--- src/shared/flash_id_pkg.sv ---
// shared constants and carrier types for the flash identity and one-time sector interpreter
package flash_id_pkg;
  // instruction codes
  localparam logic [7:0] CMD_MFR_DEV_ID     = 8'h90;
  localparam logic [7:0] CMD_READ_IDENT     = 8'h9f;
  localparam logic [7:0] CMD_OTP_ENTER      = 8'h3a;
  localparam logic [7:0] CMD_WRITE_DISABLE  = 8'h04;
  localparam logic [7:0] CMD_STATUS_READ    = 8'h05;
  localparam logic [7:0] CMD_STATUS_WRITE   = 8'h01;
  localparam logic [7:0] CMD_SECTOR_ERASE   = 8'h20;
  localparam logic [7:0] CMD_BLOCK_ERASE    = 8'hd8;
  localparam logic [7:0] CMD_CHIP_ERASE_A   = 8'hc7;
  localparam logic [7:0] CMD_CHIP_ERASE_B   = 8'h60;
  localparam logic [7:0] CMD_PAGE_PROGRAM   = 8'h02;
  localparam logic [7:0] CMD_RELEASE_PD     = 8'hab;
  // address that swaps identity byte order
  localparam logic [23:0] ADDR_DEV_FIRST    = 24'h000001;
  // security sector window
  localparam logic [23:0] OTP_ADDR_LO       = 24'h0ff000;
  localparam logic [23:0] OTP_ADDR_HI       = 24'h0ff0ff;
  // status register layout
  localparam int          SR_PROTECT_POS    = 7;
  localparam int          SR_BP_LSB         = 2;
  localparam logic [7:0]  SR_RESET          = 8'h00;
  localparam logic [7:0]  ARRAY_ERASED      = 8'hff;
  // bit counts of the serial phases
  localparam logic [5:0]  CMD_BITS          = 6'd8;
  localparam logic [5:0]  ADDR_END_BITS     = 6'd32;

  // phases of one selected transfer
  typedef enum logic [2:0] {
    PH_CMD    = 3'b000,
    PH_ADDR   = 3'b001,
    PH_OUT    = 3'b010,
    PH_DATA   = 3'b011,
    PH_IGNORE = 3'b100
  } phase_t;

  // request passed to the array control on chip deselect
  typedef struct packed {
    logic        prog;
    logic        sec_erase;
    logic        other_erase;
    logic        otp_area;
    logic [23:0] addr;
  } array_req_t;
endpackage

--- src/rtl/flash_id_otp.sv ---
// command interpreter for identity reads and the one-time security sector
`timescale 1ns/1ps
module flash_id_otp #(
  parameter logic [7:0] MFR_ID   = 8'h5a, // arbitrary identity value
  parameter logic [7:0] DEV_ID   = 8'h13, // arbitrary identity value
  parameter logic [7:0] MEM_TYPE = 8'h30, // arbitrary identity value
  parameter logic [7:0] MEM_CAP  = 8'h14  // arbitrary identity value
) (
  input  wire logic                     i_sys_clk,
  input  wire logic                     i_rst,
  input  wire logic                     i_sclk,
  input  wire logic                     i_cs_n,
  input  wire logic                     i_si,
  input  wire logic                     i_array_busy,
  input  wire logic                     i_deep_pd,
  output logic                          o_so,
  output logic                          o_so_oe_n,
  output logic                          o_otp_mode,
  output logic                          o_otp_lock,
  output logic [7:0]                    o_status,
  output flash_id_pkg::array_req_t      o_array_req,
  output logic                          o_array_go
);
  logic        sclk_rise;      // serial clock rising, selected
  logic        sclk_fall;      // serial clock falling, selected
  logic        cs_rise;        // deselect event
  logic        cs_n;           // chip select level
  logic        shift_bit;      // serialiser output

  flash_id_pkg::phase_t phase_ff;  // phase of current transfer
  logic [7:0]  cmd_ff;             // captured instruction
  logic [23:0] addr_ff;            // captured address
  logic [5:0]  cnt_ff;             // bits received this transfer
  logic [7:0]  data_ff;            // status write data byte
  logic        otp_mode_ff;        // one-time sector mode
  logic        otp_lock_ff;        // permanent lock bit
  logic [7:0]  sr_ff;              // status register
  logic        so_ff;              // serial output bit
  logic        so_oe_n_ff;         // output enable, low drives
  logic        load_ff;            // load serialiser next cycle
  logic [23:0] word_ff;            // identity word to send
  flash_id_pkg::array_req_t req_ff; // request to array control
  logic        go_ff;              // one-cycle request strobe
  logic        sr_mode_ff;         // output is status, not identity

  spi_edge_det u_edge (
    .i_sys_clk (i_sys_clk),
    .i_rst     (i_rst),
    .i_sclk    (i_sclk),
    .i_cs_n    (i_cs_n),
    .o_rise    (sclk_rise),
    .o_fall    (sclk_fall),
    .o_cs_rise (cs_rise),
    .o_cs_n    (cs_n)
  );

  id_shift_out u_shift (
    .i_sys_clk (i_sys_clk),
    .i_rst     (i_rst),
    .i_load    (load_ff),
    .i_word    (word_ff),
    .i_shift   (sclk_fall & (phase_ff == flash_id_pkg::PH_OUT)),
    .i_stop    (cs_rise),
    .o_bit     (shift_bit)
  );

  // decode of the assembled instruction byte
  wire [7:0] cmd_next     = {cmd_ff[6:0], i_si};
  wire       cmd_done     = sclk_rise & (phase_ff == flash_id_pkg::PH_CMD) &
                            (cnt_ff == flash_id_pkg::CMD_BITS - 6'd1);
  wire       addr_done    = sclk_rise & (phase_ff == flash_id_pkg::PH_ADDR) &
                            (cnt_ff == flash_id_pkg::ADDR_END_BITS - 6'd1);
  wire       is_id_cmd    = (cmd_next == flash_id_pkg::CMD_MFR_DEV_ID) |
                            (cmd_next == flash_id_pkg::CMD_READ_IDENT);
  // deep power-down passes only the release instruction
  wire       pd_block     = i_deep_pd & (cmd_next != flash_id_pkg::CMD_RELEASE_PD);
  // identity reads are not decoded during an array cycle
  wire       busy_block   = i_array_busy & is_id_cmd;
  wire       needs_addr   = (cmd_next == flash_id_pkg::CMD_MFR_DEV_ID) |
                            (cmd_next == flash_id_pkg::CMD_SECTOR_ERASE) |
                            (cmd_next == flash_id_pkg::CMD_BLOCK_ERASE) |
                            (cmd_next == flash_id_pkg::CMD_PAGE_PROGRAM);
  wire       imm_out      = (cmd_next == flash_id_pkg::CMD_READ_IDENT) |
                            (cmd_next == flash_id_pkg::CMD_STATUS_READ);

  // identity word: type and capacity follow the manufacturer byte
  wire [23:0] ident_word  = {MFR_ID, MEM_TYPE, MEM_CAP};
  wire [23:0] addr_next   = {addr_ff[22:0], i_si};
  // 90h order flips when the address is 000001h
  wire [23:0] mfr_word    = (addr_next == flash_id_pkg::ADDR_DEV_FIRST) ?
                            {DEV_ID, MFR_ID, DEV_ID} :
                            {MFR_ID, DEV_ID, MFR_ID};

  // the protect position reports the lock while in sector mode
  wire [7:0]  sr_view     = otp_mode_ff ?
                            {otp_lock_ff, sr_ff[6:0]} : sr_ff;
  wire [2:0]  bp_field    = sr_ff[flash_id_pkg::SR_BP_LSB +: 3];

  // security sector window while in sector mode
  wire        in_otp      = otp_mode_ff &
                            (addr_ff >= flash_id_pkg::OTP_ADDR_LO) &
                            (addr_ff <= flash_id_pkg::OTP_ADDR_HI);
  wire        is_prog     = cmd_ff == flash_id_pkg::CMD_PAGE_PROGRAM;
  wire        is_se       = cmd_ff == flash_id_pkg::CMD_SECTOR_ERASE;
  wire        is_oe       = (cmd_ff == flash_id_pkg::CMD_BLOCK_ERASE) |
                            (cmd_ff == flash_id_pkg::CMD_CHIP_ERASE_A) |
                            (cmd_ff == flash_id_pkg::CMD_CHIP_ERASE_B);
  // sector writes need lock clear and all protect bits zero
  wire        otp_ok      = ~otp_lock_ff & (bp_field == 3'b000);
  // other sectors in sector mode need only the lock clear
  wire        other_ok    = ~otp_mode_ff | ~otp_lock_ff;
  // only the sector erase may clear the security sector
  wire        write_ok    = in_otp ? (otp_ok & (is_prog | is_se)) : other_ok;
  wire        addr_cmd_ok = (phase_ff == flash_id_pkg::PH_DATA) | (is_oe & cnt_ff == 6'd8);
  // array requests leave on deselect only, never into a running cycle
  wire        fire_array  = cs_rise & (is_prog | is_se | is_oe) & write_ok &
                            addr_cmd_ok & ~i_array_busy & ~i_deep_pd;
  // single-byte instructions complete only at an 8-bit deselect; they park
  // in the ignore phase after decode, so the phase must not gate them here
  wire        one_byte    = cs_rise & (cnt_ff == flash_id_pkg::CMD_BITS);
  wire        data_done   = cs_rise & (phase_ff == flash_id_pkg::PH_DATA) &
                            (cnt_ff == 6'd16);

  // transfer phase sequencing
  always_ff @(posedge i_sys_clk or posedge i_rst) begin
    if (i_rst) begin
      phase_ff <= flash_id_pkg::PH_CMD;
      cnt_ff   <= 6'd0;
      cmd_ff   <= 8'h00;
      addr_ff  <= 24'h000000;
      data_ff  <= 8'h00;
    end else if (cs_n) begin
      // deselected: back to standby awaiting a command
      phase_ff <= flash_id_pkg::PH_CMD;
      if (!cs_rise) begin
        cnt_ff <= 6'd0;
      end
    end else if (sclk_rise) begin
      if (cnt_ff != 6'd63) begin
        cnt_ff <= cnt_ff + 6'd1;
      end
      unique case (phase_ff)
        flash_id_pkg::PH_CMD: begin
          cmd_ff <= cmd_next;
          if (cmd_done) begin
            if (pd_block | busy_block) begin
              phase_ff <= flash_id_pkg::PH_IGNORE;
            end else if (needs_addr) begin
              phase_ff <= flash_id_pkg::PH_ADDR;
            end else if (imm_out) begin
              phase_ff <= flash_id_pkg::PH_OUT;
            end else if (cmd_next == flash_id_pkg::CMD_STATUS_WRITE) begin
              phase_ff <= flash_id_pkg::PH_DATA;
            end else begin
              phase_ff <= flash_id_pkg::PH_IGNORE;
            end
          end
        end
        flash_id_pkg::PH_ADDR: begin
          addr_ff <= addr_next;
          if (addr_done) begin
            phase_ff <= (cmd_ff == flash_id_pkg::CMD_MFR_DEV_ID) ?
                        flash_id_pkg::PH_OUT : flash_id_pkg::PH_DATA;
          end
        end
        flash_id_pkg::PH_DATA: begin
          data_ff <= {data_ff[6:0], i_si};
        end
        flash_id_pkg::PH_OUT,
        flash_id_pkg::PH_IGNORE: begin
          phase_ff <= phase_ff;
        end
        default: begin
          phase_ff <= flash_id_pkg::PH_IGNORE;
        end
      endcase
    end
  end

  // choose and load the word to send
  always_ff @(posedge i_sys_clk or posedge i_rst) begin
    if (i_rst) begin
      load_ff    <= 1'b0;
      word_ff    <= 24'h000000;
      sr_mode_ff <= 1'b0;
    end else begin
      load_ff <= 1'b0;
      if (cmd_done & ~pd_block & ~busy_block & imm_out) begin
        load_ff    <= 1'b1;
        sr_mode_ff <= cmd_next == flash_id_pkg::CMD_STATUS_READ;
        word_ff    <= ident_word;
      end else if (addr_done & (cmd_ff == flash_id_pkg::CMD_MFR_DEV_ID)) begin
        load_ff    <= 1'b1;
        sr_mode_ff <= 1'b0;
        word_ff    <= mfr_word;
      end
    end
  end

  // serial output driven only on falling edges during output phase
  always_ff @(posedge i_sys_clk or posedge i_rst) begin
    if (i_rst) begin
      so_ff      <= 1'b0;
      so_oe_n_ff <= 1'b1;
    end else if (cs_n) begin
      so_oe_n_ff <= 1'b1;
    end else if (sclk_fall & (phase_ff == flash_id_pkg::PH_OUT)) begin
      // status reads repeat the live view, identity shifts msb first
      so_ff      <= sr_mode_ff ? sr_view[7 - cnt_ff[2:0]] : shift_bit;
      so_oe_n_ff <= 1'b0;
    end
  end

  // sector mode, lock and status register
  always_ff @(posedge i_sys_clk or posedge i_rst) begin
    if (i_rst) begin
      otp_mode_ff <= 1'b0;
      otp_lock_ff <= 1'b0;
      sr_ff       <= flash_id_pkg::SR_RESET;
      // power-down freezes mode and lock, whatever was shifted in
    end else if (one_byte & ~i_deep_pd) begin
      if (cmd_ff == flash_id_pkg::CMD_OTP_ENTER) begin
        otp_mode_ff <= 1'b1;
      end else if (cmd_ff == flash_id_pkg::CMD_WRITE_DISABLE) begin
        otp_mode_ff <= 1'b0;
      end
    end else if (data_done & ~i_array_busy & ~i_deep_pd) begin
      if (otp_mode_ff) begin
        // data byte is discarded, lock is set for good
        otp_lock_ff <= 1'b1;
      end else begin
        sr_ff <= data_ff;
      end
    end
  end

  // array request strobe on deselect
  always_ff @(posedge i_sys_clk or posedge i_rst) begin
    if (i_rst) begin
      req_ff <= '0;
      go_ff  <= 1'b0;
    end else begin
      go_ff <= fire_array;
      if (fire_array) begin
        req_ff.prog        <= is_prog;
        req_ff.sec_erase   <= is_se;
        req_ff.other_erase <= is_oe;
        req_ff.otp_area    <= in_otp;
        req_ff.addr        <= addr_ff;
      end
    end
  end

  // registered outputs
  always_ff @(posedge i_sys_clk or posedge i_rst) begin
    if (i_rst) begin
      o_otp_mode <= 1'b0;
      o_otp_lock <= 1'b0;
      o_status   <= flash_id_pkg::SR_RESET;
    end else begin
      o_otp_mode <= otp_mode_ff;
      o_otp_lock <= otp_lock_ff;
      o_status   <= sr_view;
    end
  end

  assign o_so        = so_ff;
  assign o_so_oe_n   = so_oe_n_ff;
  assign o_array_req = req_ff;
  assign o_array_go  = go_ff;

  // a locked sector never gets a write request
  a_lock_blocks_otp: assert property (@(posedge i_sys_clk) disable iff (i_rst)
    go_ff |-> !(req_ff.otp_area && $past(otp_lock_ff)))
    else $error("write request issued to locked security sector");

  // only sector erase or program reach the security sector
  a_otp_erase_kind: assert property (@(posedge i_sys_clk) disable iff (i_rst)
    (go_ff && req_ff.otp_area) |-> !req_ff.other_erase)
    else $error("non-sector erase reached security sector");

  // output released one cycle after deselect
  a_cs_releases: assert property (@(posedge i_sys_clk) disable iff (i_rst)
    cs_rise |=> o_so_oe_n)
    else $error("output still driven after deselect");

  // deselect returns to command phase
  a_cs_standby: assert property (@(posedge i_sys_clk) disable iff (i_rst)
    cs_n |=> phase_ff == flash_id_pkg::PH_CMD)
    else $error("not in standby after deselect");

  // busy blocks identity decode
  a_busy_ignores: assert property (@(posedge i_sys_clk) disable iff (i_rst)
    (cmd_done && busy_block) |=> phase_ff == flash_id_pkg::PH_IGNORE)
    else $error("identity read decoded while busy");

  // power-down blocks the 3Ah entry; the mode flag may not rise in the
  // cycle that follows any power-down cycle
  a_pd_no_entry: assert property (@(posedge i_sys_clk) disable iff (i_rst)
    (i_deep_pd && !otp_mode_ff) |=> !otp_mode_ff)
    else $error("mode entered during power-down");

  // lock never clears once set
  a_lock_sticky: assert property (@(posedge i_sys_clk) disable iff (i_rst)
    otp_lock_ff |=> otp_lock_ff)
    else $error("lock bit cleared");

  // status view shows the lock in sector mode
  a_sr_shows_lock: assert property (@(posedge i_sys_clk) disable iff (i_rst)
    otp_mode_ff |=> o_status[flash_id_pkg::SR_PROTECT_POS] == $past(otp_lock_ff))
    else $error("protect position not showing lock");

  // identity word loaded right after 9Fh
  a_ident_load: assert property (@(posedge i_sys_clk) disable iff (i_rst)
    (cmd_done && !pd_block && !busy_block && cmd_next == flash_id_pkg::CMD_READ_IDENT)
    |=> load_ff && word_ff == {MFR_ID, MEM_TYPE, MEM_CAP})
    else $error("identity word not loaded");
endmodule // flash_id_otp

--- src/rtl/spi_edge_det.sv ---
// serial clock and chip select edge detector in the system clock domain
`timescale 1ns/1ps
module spi_edge_det (
  input  wire logic i_sys_clk,
  input  wire logic i_rst,
  input  wire logic i_sclk,
  input  wire logic i_cs_n,
  output logic      o_rise,
  output logic      o_fall,
  output logic      o_cs_rise,
  output logic      o_cs_n
);
  logic sclk_ff; // previous serial clock level
  logic cs_ff;   // previous chip select level

  // inputs are synchronous, so a single history stage is enough
  always_ff @(posedge i_sys_clk or posedge i_rst) begin
    if (i_rst) begin
      sclk_ff <= 1'b0;
      cs_ff   <= 1'b1;
    end else begin
      sclk_ff <= i_sclk;
      cs_ff   <= i_cs_n;
    end
  end

  assign o_rise    = i_sclk & ~sclk_ff & ~i_cs_n;
  assign o_fall    = ~i_sclk & sclk_ff & ~i_cs_n;
  assign o_cs_rise = i_cs_n & ~cs_ff;
  assign o_cs_n    = i_cs_n;
endmodule // spi_edge_det

--- src/rtl/id_shift_out.sv ---
// identity byte serialiser, msb first on falling serial clock edges
`timescale 1ns/1ps
module id_shift_out (
  input  wire logic        i_sys_clk,
  input  wire logic        i_rst,
  input  wire logic        i_load,
  input  wire logic [23:0] i_word,
  input  wire logic        i_shift,
  input  wire logic        i_stop,
  output logic             o_bit
);
  logic [23:0] sh_ff; // remaining bits, wraps so reads may run on

  // load first, then rotate left on each falling edge
  always_ff @(posedge i_sys_clk or posedge i_rst) begin
    if (i_rst) begin
      sh_ff <= 24'h000000;
    end else if (i_stop) begin
      sh_ff <= 24'h000000;
    end else if (i_load) begin
      sh_ff <= i_word;
    end else if (i_shift) begin
      sh_ff <= {sh_ff[22:0], sh_ff[23]};
    end
  end

  assign o_bit = sh_ff[23];
endmodule // id_shift_out

--- config.mk ---
export PLATFORM = sky130hd
export DESIGN_NAME = flash_id_otp
export DESIGN_NICKNAME = d
export VERILOG_FILES = /design/src/shared/flash_id_pkg.sv /design/src/rtl/flash_id_otp.sv /design/src/rtl/spi_edge_det.sv /design/src/rtl/id_shift_out.sv
export SDC_FILE = /design/constraint.sdc
export NUM_CORES = 1
export LEC_CHECK = 0
export BUFFER_PORTS_ARGS = -buffer_cell sky130_fd_sc_hd__buf_2
export CAP_MARGIN = 0
export CORE_AREA = 2 2 94 132
export DETAILED_ROUTE_END_ITERATION = 8
export DIE_AREA = 0 0 96 134
export MAX_ROUTING_LAYER = met4
export PLACE_DENSITY = 0.73
export SETUP_SLACK_MARGIN = 0.2
export SKIP_CTS_REPAIR_TIMING = 1
export SYNTH_ARGS = -nofsm -noshare
export SYNTH_HDL_FRONTEND = slang
export SYNTH_HIERARCHICAL = 1
export SYNTH_SLANG_ARGS = --single-unit
--- constraint.sdc ---
create_clock -name i_sys_clk -period 3.44 [get_ports i_sys_clk]
set_input_delay 0.172 -clock i_sys_clk [delete_from_list [all_inputs] [get_ports i_sys_clk]]
set_output_delay 0.172 -clock i_sys_clk [all_outputs]
set_load 0.1 [all_outputs]
* Word-level counts from Yosys, hierarchy flattened
Cells that the tools add are included.
** Storage, ports and cells
- Bits in latches :: 0
- Output and inout port bits :: 41
- Register bits :: 152
- Word-level logic and storage cells :: 166
- RAM bits :: 0
- Input bits :: 7
- Memories :: 0
- ROM bits :: 0
** Cells by class
- Mux-type cells :: 33
- Bitwise operators :: 55
- Add/sub/neg operators :: 2
- Shift operators :: 0
- Multipliers :: 0
- Equal/unequal tests :: 30
- $lt $le $gt $ge :: 3
- Reduce and logical (&&, ||, !) cells :: 18
- Div/mod/pow operators :: 0
** Operators by type and width (number)
- two-way mux 24 bit :: 5
- == test 8 bit, second input constant :: 6
- bitwise AND 1 bit :: 32
- less-than comparator 32 x 4 -> 1 bit, second input constant :: 1
- == test 24 x 1 -> 1 bit, second input constant :: 1
- == test 8 x 6 -> 1 bit, second input constant :: 3
- >= comparator 24 x 20 -> 1 bit, second input constant :: 1
- <= comparator 24 x 20 -> 1 bit, second input constant :: 1
- two-way mux 3 bit :: 8
- two-way mux 6 bit :: 4
- two-way mux 23 bit :: 1
- AND reduction 3 bit :: 6
- == test 8 x 2 -> 1 bit, second input constant :: 2
- == test 8 x 3 -> 1 bit, second input constant :: 2
- == test 6 x 5 -> 1 bit, second input constant :: 2
- two-way mux 1 bit :: 12
- bitwise OR 1 bit :: 12
- inverter 1 bit :: 11
- nonzero test 2 bit :: 5
- one-hot mux 3 bit (3 select lines) :: 1
- == test 8 x 1 -> 1 bit, second input constant :: 1
- == test 8 x 7 -> 1 bit, second input constant :: 1
- two-way mux 8 bit :: 1
- inequality test 8 bit, second input constant :: 1
- 17 further kinds :: 21

* Longest topological paths before layout
Gate-level depths: netlist (run 1).
- Word-level depth :: 10
- Depth in mapped cells :: 10
- Gate-level depth less buffers :: 8

* Cells and area by module
Netlist (run 1), hierarchy kept.
** By module, submodules not included
- flash_id_otp :: cells each 376, seq. area each 2703.8 sq um, area each 4847.1 sq um, instances 1
- id_shift_out :: cells each 107, seq. area each 600.6 sq um, area each 1357.6 sq um, instances 1
- spi_edge_det :: cells each 7, seq. area each 51.3 sq um, area each 83.8 sq um, instances 1

* Worst setup path before layout (run 1)
Ideal clock, no wire load.
- Path type :: register -> register
- From :: reg cnt_ff[0]
- To :: reg req_ff, in the netlist o_array_req[0]
- Clock period less this slack :: 2.410 ns
- Path slack :: 1.030 ns
- Setup time :: 0.125 ns
- Data arrival time :: 2.285 ns
- Cell stages (with the launch flop) :: 11
- Buffers on the path :: 2
- Data required time :: 3.315 ns
- Cell sequence :: dfrtp_1 > inv_1 > ha_1 > or3b_1 > nor3b_2 > o311ai_1 > a31oi_2 > nand2b_1 > buf_6 > buf_12 > mux2_4
** On the way
- Word-level cells in the longest chain between the ends :: 6
** RTL lines
- start: declaration :: RTL line flash_id_otp.sv:33 : logic [5:0] cnt_ff;
- start signal: assignment :: RTL line flash_id_otp.sv:140 : cnt_ff <= cnt_ff + 6'd1;
- == test 6 x 4 -> 1 bit :: RTL line flash_id_otp.sv:114 : wire addr_cmd_ok = (phase_ff == flash_id_pkg::PH_DATA) | (is_oe & cnt_ff == 6'd8);
- bitwise AND 1 bit :: RTL line flash_id_otp.sv:114
- bitwise OR 1 bit :: RTL line flash_id_otp.sv:114
- bitwise AND 1 bit :: RTL line flash_id_otp.sv:116 : wire fire_array = cs_rise & (is_prog | is_se | is_oe) & write_ok &
- bitwise AND 1 bit (2 in a row) :: RTL line flash_id_otp.sv:117 : addr_cmd_ok & ~i_array_busy & ~i_deep_pd;
- end: declaration :: RTL line flash_id_otp.sv:42 : flash_id_pkg::array_req_t req_ff;
No other way between the ends.
A chain may end at the register's enable or synchronous reset.

* Worst setup path in the final report (run 1)
- From :: reg cnt_ff[0]
- To :: reg req_ff, in the netlist o_array_req[1]
The elaborated chain is that of the path after synthesis.

==> flow_summary_export.csv, run 1 <==
group,metric,value,unit
routing,ant_nets,0,
flow_run,cap_violations,0,
yosys,synth_seq_cells,134,
yosys,ys_warn_count,6,
critical_path,cp.arrival,3190,ps
routing,wl,12380,µm
timing,worstMarginPinSlew,1070,ps
placement,dp_slack,559.2,ps
timing,finalMaxSlewViolations,0,
timing,setup_viol,0,
critical_path,worstPathRequired,3740,ps
die,dieArea,12860,µm²
min_path,holdPathStages,3,
placement,io_buffers,47,
min_path,worstHoldStart,"i_deep_pd",
die,core_area,11700,µm²
timing,min_period,2881,ps
critical_path,reg2reg_from,"cnt_ff[0]$_DFFE_PP0P_",
timing,fmax,347.1,MHz
routing,via_per_inst,5.654,
die,die_y,134,µm
routing,wl_per_cell,17.53,µm
global_routing,antenna_found_initial,0,
die,num_rows,47,
final_layout,fill_cells,898,
power,netSwitchingFraction,25.68,%
timing,final-hold-violation-count,0,
timing,min_period_over_period,83.75,%
routing,first_pass_iters,4,
critical_path,path_delay_family,"simple AND/OR/NAND/NOR gates",
timing,slew_headroom,28.48,%
cts,clock_path_buffers,2,
yosys,synth_cells,490,
yosys,ys_types,61,
routing,drtIter0Drc,352,
power,seqPwrFrac,45.8,%
cts,clk_latency,420,ps
power,pwr-share-clk,48.0,%
global_routing,grt-ovfl-total,0,
min_path,hold_path_class,"in2reg",
final_layout,design_area,7218,µm²
routing,vias,3992,
yosys,synth_edf_count,0,
placement,dpl.hpwl,8429,µm
die,start_util,53.74,%
global_routing,grt_usage,22.12,%
global_routing,grt_max_degree,51,
power,p_per_area,509.5,nW/µm²
cts,cts_buffers,17,
run_status,status,"finished, final reports clean",
cts,clockRootBuffer,"clkbuf_16",
min_path,whs_endpoint,"otp_mode_ff$_DFFE_PP0P_",
yosys,synthTopCellsByArea,"dfrtp_1 53%, mux2_2 9.8%, mux2_4 4.8%",
critical_path,slowest_stage,"dfrtp_1",
yosys,synth.largest_area_cell,"dfrtp_1",
critical_path,rrSetupSlack,560,ps
critical_path,crit_buf_inv,2,
final_layout,antenna_cells,0,
critical_path,critPathCaptureType,"flip-flop",
cts,clock_sinks,134,
power,peakVddDrop,0.0003723,V
yosys,syn_area,6289,µm²
die,die_x,96,µm
final_layout,fin_nets,555,
yosys,ys.flop_type,"dfrtp_1",
cts,cts_tree,"done",
global_routing,grt_pass1_vias,4254,
final_layout,drive_gt1_share,35.42,%
power,total_power,3677,µW
critical_path,critical_path_class,"reg2reg",
power,leakage,0.003510,µW
critical_path,worstSetupStartpointType,"flip-flop",
critical_path,crit_cells,9,
yosys,synth_async_sr_flop_share,100.0,%
critical_path,crit_chain,"inv_1 > ha_1 > or3b_1 > nor3b_2 > o311ai_1 > a31oi_2 > nand2b_2 > buf_12 > mux2_4",
power,p_switching,944.5,µW
power,intPower,2733,µW
final_layout,areaGrowthSynthToFinish,14.78,%
yosys,ys_seq_area_share,53.36,%
timing,worst_hold_slack,134.9,ps
die,io_pins,48,
critical_path,r2r_end,"o_array_req[1]$_DFFE_PP0P_",
power,combPwrFrac,6.2,%
yosys,synth_area_per_cell,12.83,µm²
critical_path,crit_fanout,15,
cts,htree_levels,4,
yosys,yosysTopAreaCellShare,52.53,%
cts,clk_pin_slew,60,ps
timing,fin_ws,558.8,ps
critical_path,cpPeakStageDelay,420,ps
placement,globalplace.congestion,0.8521,
timing,skew,11.65,ps
timing,setup_tns,0,ps
placement,post_dp_cell_area,6608,µm²
critical_path,reg2regPathDepth,9,
routing,drc_errors,0,
global_routing,grt_pass1_wl,21270,µm
timing,rsz0062_at_grt,"false",
-- power groups by stage --
| stage | Clock, µW | Sequential (µW) | Combinational, µW |
|---|---|---|---|
| 6_report | 1760 | 1680 | 230 |
| 5_1_grt | 1870 | 1690 | 258 |
| 4_1_cts | 1800 | 1680 | 229 |
| 3_5_place_dp | 0 | 1710 | 226 |
| 3_3_place_gp | 0 | 1710 | 222 |
| 2_1_floorplan | 0 | 1650 | 235 |
-- worst max-delay path by stage --
| stage | start | to | slack [ps] |
|---|---|---|---|
| 6_report | cnt_ff[0]$_DFFE_PP0P_ | o_array_req[1]$_DFFE_PP0P_ | 560 |
| 5_1_grt | cnt_ff[0]$_DFFE_PP0P_ | o_array_req[2]$_DFFE_PP0P_ | 400 |
| 4_1_cts | cnt_ff[0]$_DFFE_PP0P_ | o_array_req[19]$_DFFE_PP0P_ | 550 |
| 2_1_floorplan | i_rst | addr_ff[0]$_DFFE_PP0P_ | 420 |
| 3_3_place_gp | cnt_ff[0]$_DFFE_PP0P_ | o_array_req[2]$_DFFE_PP0P_ | 670 |
| 3_5_place_dp | cnt_ff[0]$_DFFE_PP0P_ | o_array_req[1]$_DFFE_PP0P_ | 560 |
-- cell families after synthesis --
kind of cell / Yosys count / share of synthesized area (%)
and+or+nand+nor: 150 / 13.79
DFF: 134 / 53.36
muxes: 104 / 19.64
AOI/OAI and AO/OA: 60 / 8.615
buffers and inverters: 35 / 3.582
xor gates and xnor gates: 4 / 0.5572
adders and majority gates: 2 / 0.3979
other: 1 / 0.05963
-- stage by stage --
step	util [%]	std cells
6_report	61.68	706
5_1_grt	61.68	706
4_1_cts	61.42	703
3_5_place_dp	56.46	671
3_3_place_gp	56.46	671
2_1_floorplan	-	496
-- cell type report --
type	instances	area, µm²	share of cell area [%]
Timing Repair Buffer	56	322.8	4.472
Clock buffer	18	439.2	6.084
Multi-Input combinational cell	327	2735	37.89
Tap cell	147	183.9	2.548
Sequential cell	134	3356	46.49
Clock inverter	14	141.4	1.959
Inverter	10	40.04	0.5547
-- sequential cells by signal (all words and copies together) (netlist names), 3 cells and up --
register	flops
phase_ff	3
u_shift/sh_ff	24
o_array_req	28
cmd_ff	8
addr_ff	24
data_ff	8
sr_ff	8
cnt_ff	6
word_ff	6
o_status	8
-- cell usage after synthesis, types with 6 or more instances --
cell        n
dfrtp_1   132
mux2_2     55
nor2b_1    31
mux2i_1    27
nand2_1    27
a211oi_2   21
mux2_4     20
nor2_1     19
clkbuf_1   10
inv_1      10
nand3_1     9
nand4_1     9
nor3_1      9
buf_2       8
nand2b_1    8
o21ai_0     8
a21oi_1     7
nor4_1      6
-- worst register-to-register path: stages (launching register included) --
cell,delay (ps)
dfrtp_1,420
inv_1,150
ha_1,150
or3b_1,410
nor3b_2,270
o311ai_1,170
a31oi_2,290
nand2b_2,330
buf_12,280
mux2_4,310
-- layout by cell type (no fill, tap or decap), drive strengths merged, types with 9 or more instances in the layout --
master	netlist	layout
buf	15	53
nand2b	9	9
nand3	9	9
inv	10	17
nor2	19	19
clkbuf	10	18
nand2	27	27
mux2	75	75
nand4	9	9
nor3	9	9
mux2i	27	27
a211oi	26	26
nor2b	31	31
dfrtp	132	132
-- per-layer routing --
layer / routed length (µm) / track usage [%] / part of all wire, %
met1: 5243 / 27.13 / 42
met2: 6472 / 35.22 / 52
met3: 343 / 4.438 / 2.8
met4: 316 / 9.683 / 2.6
met5: 0 / - / 0
(Power assumes the default switching activity.)
==> run 2, diff against run 1 <==
Settings changed: ABC_AREA from default to 1, CORE_AREA 2 2 94 132 to 2 2 95 133, DIE_AREA 0 0 96 134 to 0 0 97 135.
Clock period 3.44 ns to 2.85 ns, I/O delays scaled along.
==> run 2 against run 1 <==
Net effect:
- worst hold slack improved by 20 ps
- sequential power up 17%
- non-clock buffer count increased by 2
- flip-flop and latch count stayed put
- count of clock-buffer cells in the layout stayed put
- global-route usage up 2.0 points
- critical endpoint is now o_array_req[22]$_DFFE_PP0P_
- largest power group unchanged
==> flow_summary_export.csv, run 2 <==
group,metric,value,unit
global_routing,antenna_found_initial,0,
global_routing,grt_pass1_wl,24720,µm
timing,fmax,451.9,MHz
placement,dpl.hpwl,10000,µm
global_routing,grt-ovfl-total,0,
flow_run,cap_violations,0,
routing,ant_nets,0,
timing,final-hold-violation-count,0,
yosys,ys.flop_type,"dfrtp_1",
global_routing,met2_usage,41.82,%
run_status,status,"finished, final reports clean",
cts,cts_tree,"done",
cts,htree_levels,4,
global_routing,grt_pass1_vias,5219,
final_layout,design_area,7360,µm²
routing,wl,14800,µm
global_routing,grt.met3_usage,4.244,%
die,start_util,54.39,%
critical_path,path_delay_family,"simple AND/OR/NAND/NOR gates",
placement,io_buffers,47,
die,io_pins,48,
timing,worstMarginPinSlew,937.5,ps
timing,rsz0062_at_grt,"false",
final_layout,stdcell_count,1021,
yosys,synth_edf_count,0,
die,die_y,135,µm
routing,vias,5447,
timing,slew_headroom,37.43,%
yosys,yosysMostFrequentCell,"nand2_1",
critical_path,worstPathRequired,3150,ps
power,p_per_area,613.6,nW/µm²
timing,finalMaxSlewViolations,0,
critical_path,slowest_stage,"dlygate4sd3_1",
routing,drc_errors,0,
global_routing,grt_usage,24.12,%
final_layout,multi_input_area,2569,µm²
final_layout,antenna_cells,0,
yosys,synth.largest_area_cell,"dfrtp_1",
yosys,synthTopCellsByArea,"dfrtp_1 51%, nand2_1 18%, inv_1 4.3%",
critical_path,crit_chain,"dlygate4sd3_1 > buf_2 > inv_2 > nor2_1 > inv_1 > nor3_1 > nand2_1 > nor2_8 > nand3_2 > buf_4 > nand2_1 > nand2_1",
routing,via_per_inst,5.335,
yosys,synth_compound_area_share,6.520,%
global_routing,grt_busiest_layer,"met2",
yosys,yosys-top-cells-count,"302 x nand2_1, 132 x dfrtp_1, 73 x inv_1",
yosys,synth-xor-area-share,0,%
cts,clk_latency,420,ps
yosys,ys_warn_count,6,
critical_path,crit_buf_inv,5,
timing,setup_tns,0,ps
final_layout,layout_commonest_cell,"nand2_1",
final_layout,fin_nets,871,
yosys,synth_top_family_by_area,"simple AND/OR/NAND/NOR gates",
timing,min_period,2213,ps
die,die_x,97,µm
cts,clock_path_buffers,2,
final_layout,seqCellArea,3356,µm²
placement,post_dp_cell_area,6728,µm²
placement,globalplace.congestion,0.9126,
yosys,ys_types,34,
yosys,syn_area,6429,µm²
yosys,synthAdderAreaFrac,0.3893,%
yosys,synth-simple-area-share,32.46,%
final_layout,final_cell_mix,"302 x nand2_1, 132 x dfrtp_1, 72 x inv_1",
die,core_area,11820,µm²
yosys,synth_mux_area_share,0.1752,%
final_layout,fill_cells,1030,
timing,min_period_over_period,77.64,%
final_layout,areaGrowthSynthToFinish,14.48,%
yosys,ys_seq_area_share,52.20,%
critical_path,crit_top_cell,"nand2_1",
power,peakVddDrop,0.0004287,V
min_path,hold_path_class,"in2async",
placement,post-place-cells,987,
critical_path,crit_fanout,19,
critical_path,cpPeakStageDelay,520,ps
global_routing,met1_usage,28.20,%
timing,worst_hold_slack,154.4,ps
critical_path,worstSetupStartpointType,"primary input",
critical_path,critical_path_class,"in2reg",
die,dieArea,13100,µm²
global_routing,grt_max_degree,109,
yosys,synth_cells,813,
final_layout,largest_reg_flops,28,
cts,clk_pin_slew,60,ps
final_layout,drive_gt1_share,12.93,%
yosys,synth_seq_cells,134,
yosys,synth_area_per_cell,7.907,µm²
cts,cts_buffers,17,
die,num_rows,47,
yosys,yosysTopAreaCellShare,51.38,%
cts,clock_sinks,134,
power,leakage,0.003921,µW
critical_path,critPathCaptureType,"flip-flop",
routing,drtIter0Drc,320,
cts,clockRootBuffer,"clkbuf_16",
routing,first_pass_iters,7,
yosys,synth_async_sr_flop_share,100.0,%
routing,wl_per_cell,14.50,µm
critical_path,rrSetupSlack,690,ps
critical_path,cp.arrival,2520,ps
timing,setup_viol,0,
timing,skew,7.465,ps
-- run 2: cell types whose count changed in the layout (fill, tap and decap cells not counted), sizes merged, moves of 39 or more --
cell	change
inv	+68
nor2	+48
nand2	+278
nand3	+39
mux2	-74
o21ai	+46
-- run 2: power breakdown --
group	internal (µW)	switching (µW)
clock	1380	848
combinational	87.5	223
sequential	1930	45.9
total	3400	1120
-- run 2: path summary, 6_finish.rpt --
| kind | to | startpoint | cells after the start |
|---|---|---|---|
| worst min register to register | o_status[1]$_DFF_PP0_ | sr_ff[1]$_DFFE_PP0P_ | 0 |
| worst max register to register | o_array_req[22]$_DFFE_PP0P_ | cnt_ff[0]$_DFFE_PP0P_ | 10 |
| worst min-delay path | u_edge/sclk_ff$_DFF_PP0_ | i_rst | 3 |
| min in group i_sys_clk | otp_mode_ff$_DFFE_PP0P_ | i_deep_pd | 4 |
| max in group asynchronous | u_shift/sh_ff[14]$_DFFE_PP0P_ | i_rst | 3 |
| worst max-delay path | o_array_req[22]$_DFFE_PP0P_ | i_cs_n | 12 |
-- run 2: tightest hold or removal path, cell delays in order --
cell	delay, ps
dlygate4sd3_1	530
buf_2	140
inv_1	90
-- run 2: logic make-up (layout without fill, tap and decap cells) --
group | after synthesis | in the layout
buf+inv | 116 | 171
compound gates | 80 | 80
simple gates | 479 | 479
fa+ha+maj | 2 | 2
mux | 1 | 1
other cells | 1 | 7
flops | 134 | 134
-- run 2: stage by stage --
step | power [µW] | setup WS (ps) | util, %
floorplan | 2233 | 1042 | -
global placement | 2300 | 782.7 | 56.92
detailed placement | 2308 | 723.2 | 56.92
CTS | 4540 | 713.3 | 62.01
global route | 4685 | 373.5 | 62.26
finish | 4516 | 637.2 | 62.26
-- run 2: final cells by class --
class                           count  area share [%]
Clock buffer                       18           5.831
Multi-Input combinational cell    569           34.90
Sequential cell                   134           45.60
Inverter                           82           4.233
Tap cell                          147           2.499
Timing Repair Buffer               58           4.590
Clock inverter                     13           2.346
-- run 2: metal layers --
layer	routed length [µm]	share of wire, %
met1	6172	42
met2	7793	53
met3	543	3.7
met4	293	2.0
met5	0	0
==> run 3, diff against run 2 <==
Clock period 2.85 ns to 2.2 ns, I/O delays scaled along.
==> run 3 against run 2 <==
Net effect:
- combinational power up 33%
- global-route usage is 0.57 points higher
- count of clock-buffer cells in the layout increased by 2
- power increased by 28%
- register-to-register slack lost 340 ps
- cell count is 0.69% higher
- first-iteration DRC count grew 15%
- clock power is 25% higher
- worst hold slack got worse by 110 ps
- cell area increased by 1.1%
- critical path depth shrank 1
==> flow_summary_export.csv, run 3 (synthesized netlist as in run 2, its figures left out) <==
group,metric,value,unit
timing,final-hold-violation-count,0,
critical_path,crit_chain,"inv_2 > nand2_1 > nor2_1 > nand3_1 > nand2_2 > nand3_2 > nand2_4 > nand3_2 > buf_4 > nand2_1 > nand2_1",
cts,clock_sinks,134,
cts,clk_pin_slew,60,ps
final_layout,areaGrowthSynthToFinish,15.75,%
routing,via_per_inst,5.364,
global_routing,grt_max_degree,109,
timing,min_period_over_period,83.93,%
run_status,status,"finished, final reports clean",
die,die_x,97,µm
placement,post-place-cells,993,
power,p_per_area,774.5,nW/µm²
critical_path,cp.arrival,2150,ps
timing,fmax,541.6,MHz
die,start_util,54.39,%
cts,clockRootBuffer,"clkbuf_16",
final_layout,drive_gt1_share,15.21,%
final_layout,layout_commonest_cell,"nand2_1",
routing,drc_errors,0,
critical_path,crit_fanout,19,
placement,post_dp_cell_area,6773,µm²
final_layout,final_cell_mix,"300 x nand2_1, 129 x dfrtp_1, 71 x inv_1",
final_layout,largest_reg_flops,28,
cts,htree_levels,4,
final_layout,stdcell_count,1028,
routing,first_pass_iters,4,
global_routing,grt_pass1_vias,5355,
cts,clock_path_buffers,2,
critical_path,crit_top_cell,"nand2_1",
final_layout,fin_nets,877,
die,die_y,135,µm
timing,rsz0062_at_grt,"true",
placement,io_buffers,47,
routing,vias,5514,
global_routing,grt_usage,24.69,%
cts,cts_tree,"done",
timing,setup_viol,0,
power,peakVddDrop,0.0004114,V
global_routing,grt-ovfl-total,0,
placement,dpl.hpwl,10090,µm
cts,clk_latency,410,ps
timing,skew,8.473,ps
timing,slew_headroom,62.22,%
final_layout,design_area,7441,µm²
timing,finalMaxSlewViolations,0,
critical_path,worstPathRequired,2500,ps
flow_run,cap_violations,0,
min_path,hold_path_class,"in2reg",
die,io_pins,48,
global_routing,antenna_found_initial,0,
routing,wl,14730,µm
final_layout,antenna_cells,0,
timing,setup_tns,0,ps
critical_path,critPathCaptureType,"flip-flop",
routing,ant_nets,0,
routing,wl_per_cell,14.33,µm
global_routing,grt_pass1_wl,25430,µm
timing,worstMarginPinSlew,566.7,ps
timing,min_period,1846,ps
cts,cts_buffers,17,
die,num_rows,47,
critical_path,worstSetupStartpointType,"flip-flop",
routing,drtIter0Drc,368,
die,dieArea,13100,µm²
power,leakage,0.003957,µW
placement,globalplace.congestion,0.8675,
die,core_area,11820,µm²
critical_path,critical_path_class,"reg2reg",
critical_path,cpPeakStageDelay,460,ps
power,total_power,5763,µW
critical_path,slowest_stage,"dfrtp_1",
-- run 3: changes by cell type in the layout (fill, tap and decap cells not counted), sizes merged --
cell and delta:
buf +6, bufinv -1, clkbuf +2, clkinv +5, inv -5
-- run 3: worst max-delay path: cells and delay by family, from the launching register on --
family | cells | cell delay [ps]
simple gates | 9 | 910
buf+inv | 2 | 340
flops | 1 | 460
-- run 3: report_power, final --
part           internal (µW)  switching [µW]  total (µW)
Combinational            119             295         413
Sequential              2500            60.9        2560
Clock                   1750            1040        2790
-- run 3: final timing paths --
| kind | startpoint | to | slack [ps] | cells past startpoint |
|---|---|---|---|---|
| worst max-delay path | cmd_ff[4]$_DFFE_PP0P_ | o_array_req[16]$_DFFE_PP0P_ | 350 | 11 |
| worst min-delay path | i_cs_n | o_so_oe_n$_DFFE_PP1P_ | 50 | 3 |
| worst max register to register | cmd_ff[4]$_DFFE_PP0P_ | o_array_req[16]$_DFFE_PP0P_ | 350 | 11 |
| worst min register to register | sr_ff[1]$_DFFE_PP0P_ | o_status[1]$_DFF_PP0_ | 370 | 0 |
| max in group asynchronous | i_rst | cmd_ff[6]$_DFFE_PP0P_ | 1330 | 4 |
| min in group asynchronous | i_rst | u_edge/sclk_ff$_DFF_PP0_ | 130 | 3 |
-- run 3: per-layer routing --
| layer | part of all wire (%) | up-vias | track usage, % |
|---|---|---|---|
| met5 | 0 | - | - |
| met2 | 53 | 141 | 42.32 |
| met1 | 41 | 2643 | 29.42 |
| met3 | 3.3 | 28 | 3.675 |
| met4 | 2.2 | 0 | 9.937 |
| li1 | - | 2702 | - |
-- run 3: area by class of cell --
| type | count | area [µm²] |
|---|---|---|
| Clock buffer | 20 | 466.7 |
| Multi-Input combinational cell | 569 | 2597 |
| Timing Repair Buffer | 64 | 394.1 |
| Clock inverter | 12 | 127.6 |
| Inverter | 82 | 311.5 |
| Tap cell | 147 | 183.9 |
| Fill cell | 1022 | 4379 |
| Sequential cell | 134 | 3359 |
-- run 3: per-stage QoR --
| step | util, % | setup WS, ps | hold WS, ps |
|---|---|---|---|
| finish | 62.95 | 353.6 | 47.33 |
| global route | 62.95 | 177.9 | 91.42 |
| CTS | 62.33 | 141.0 | -433.1 |
| detailed placement | 57.30 | 179.1 | 3.543 |
| global placement | 57.30 | 236.2 | -2.330 |
| floorplan | - | 391.9 | -149.5 |
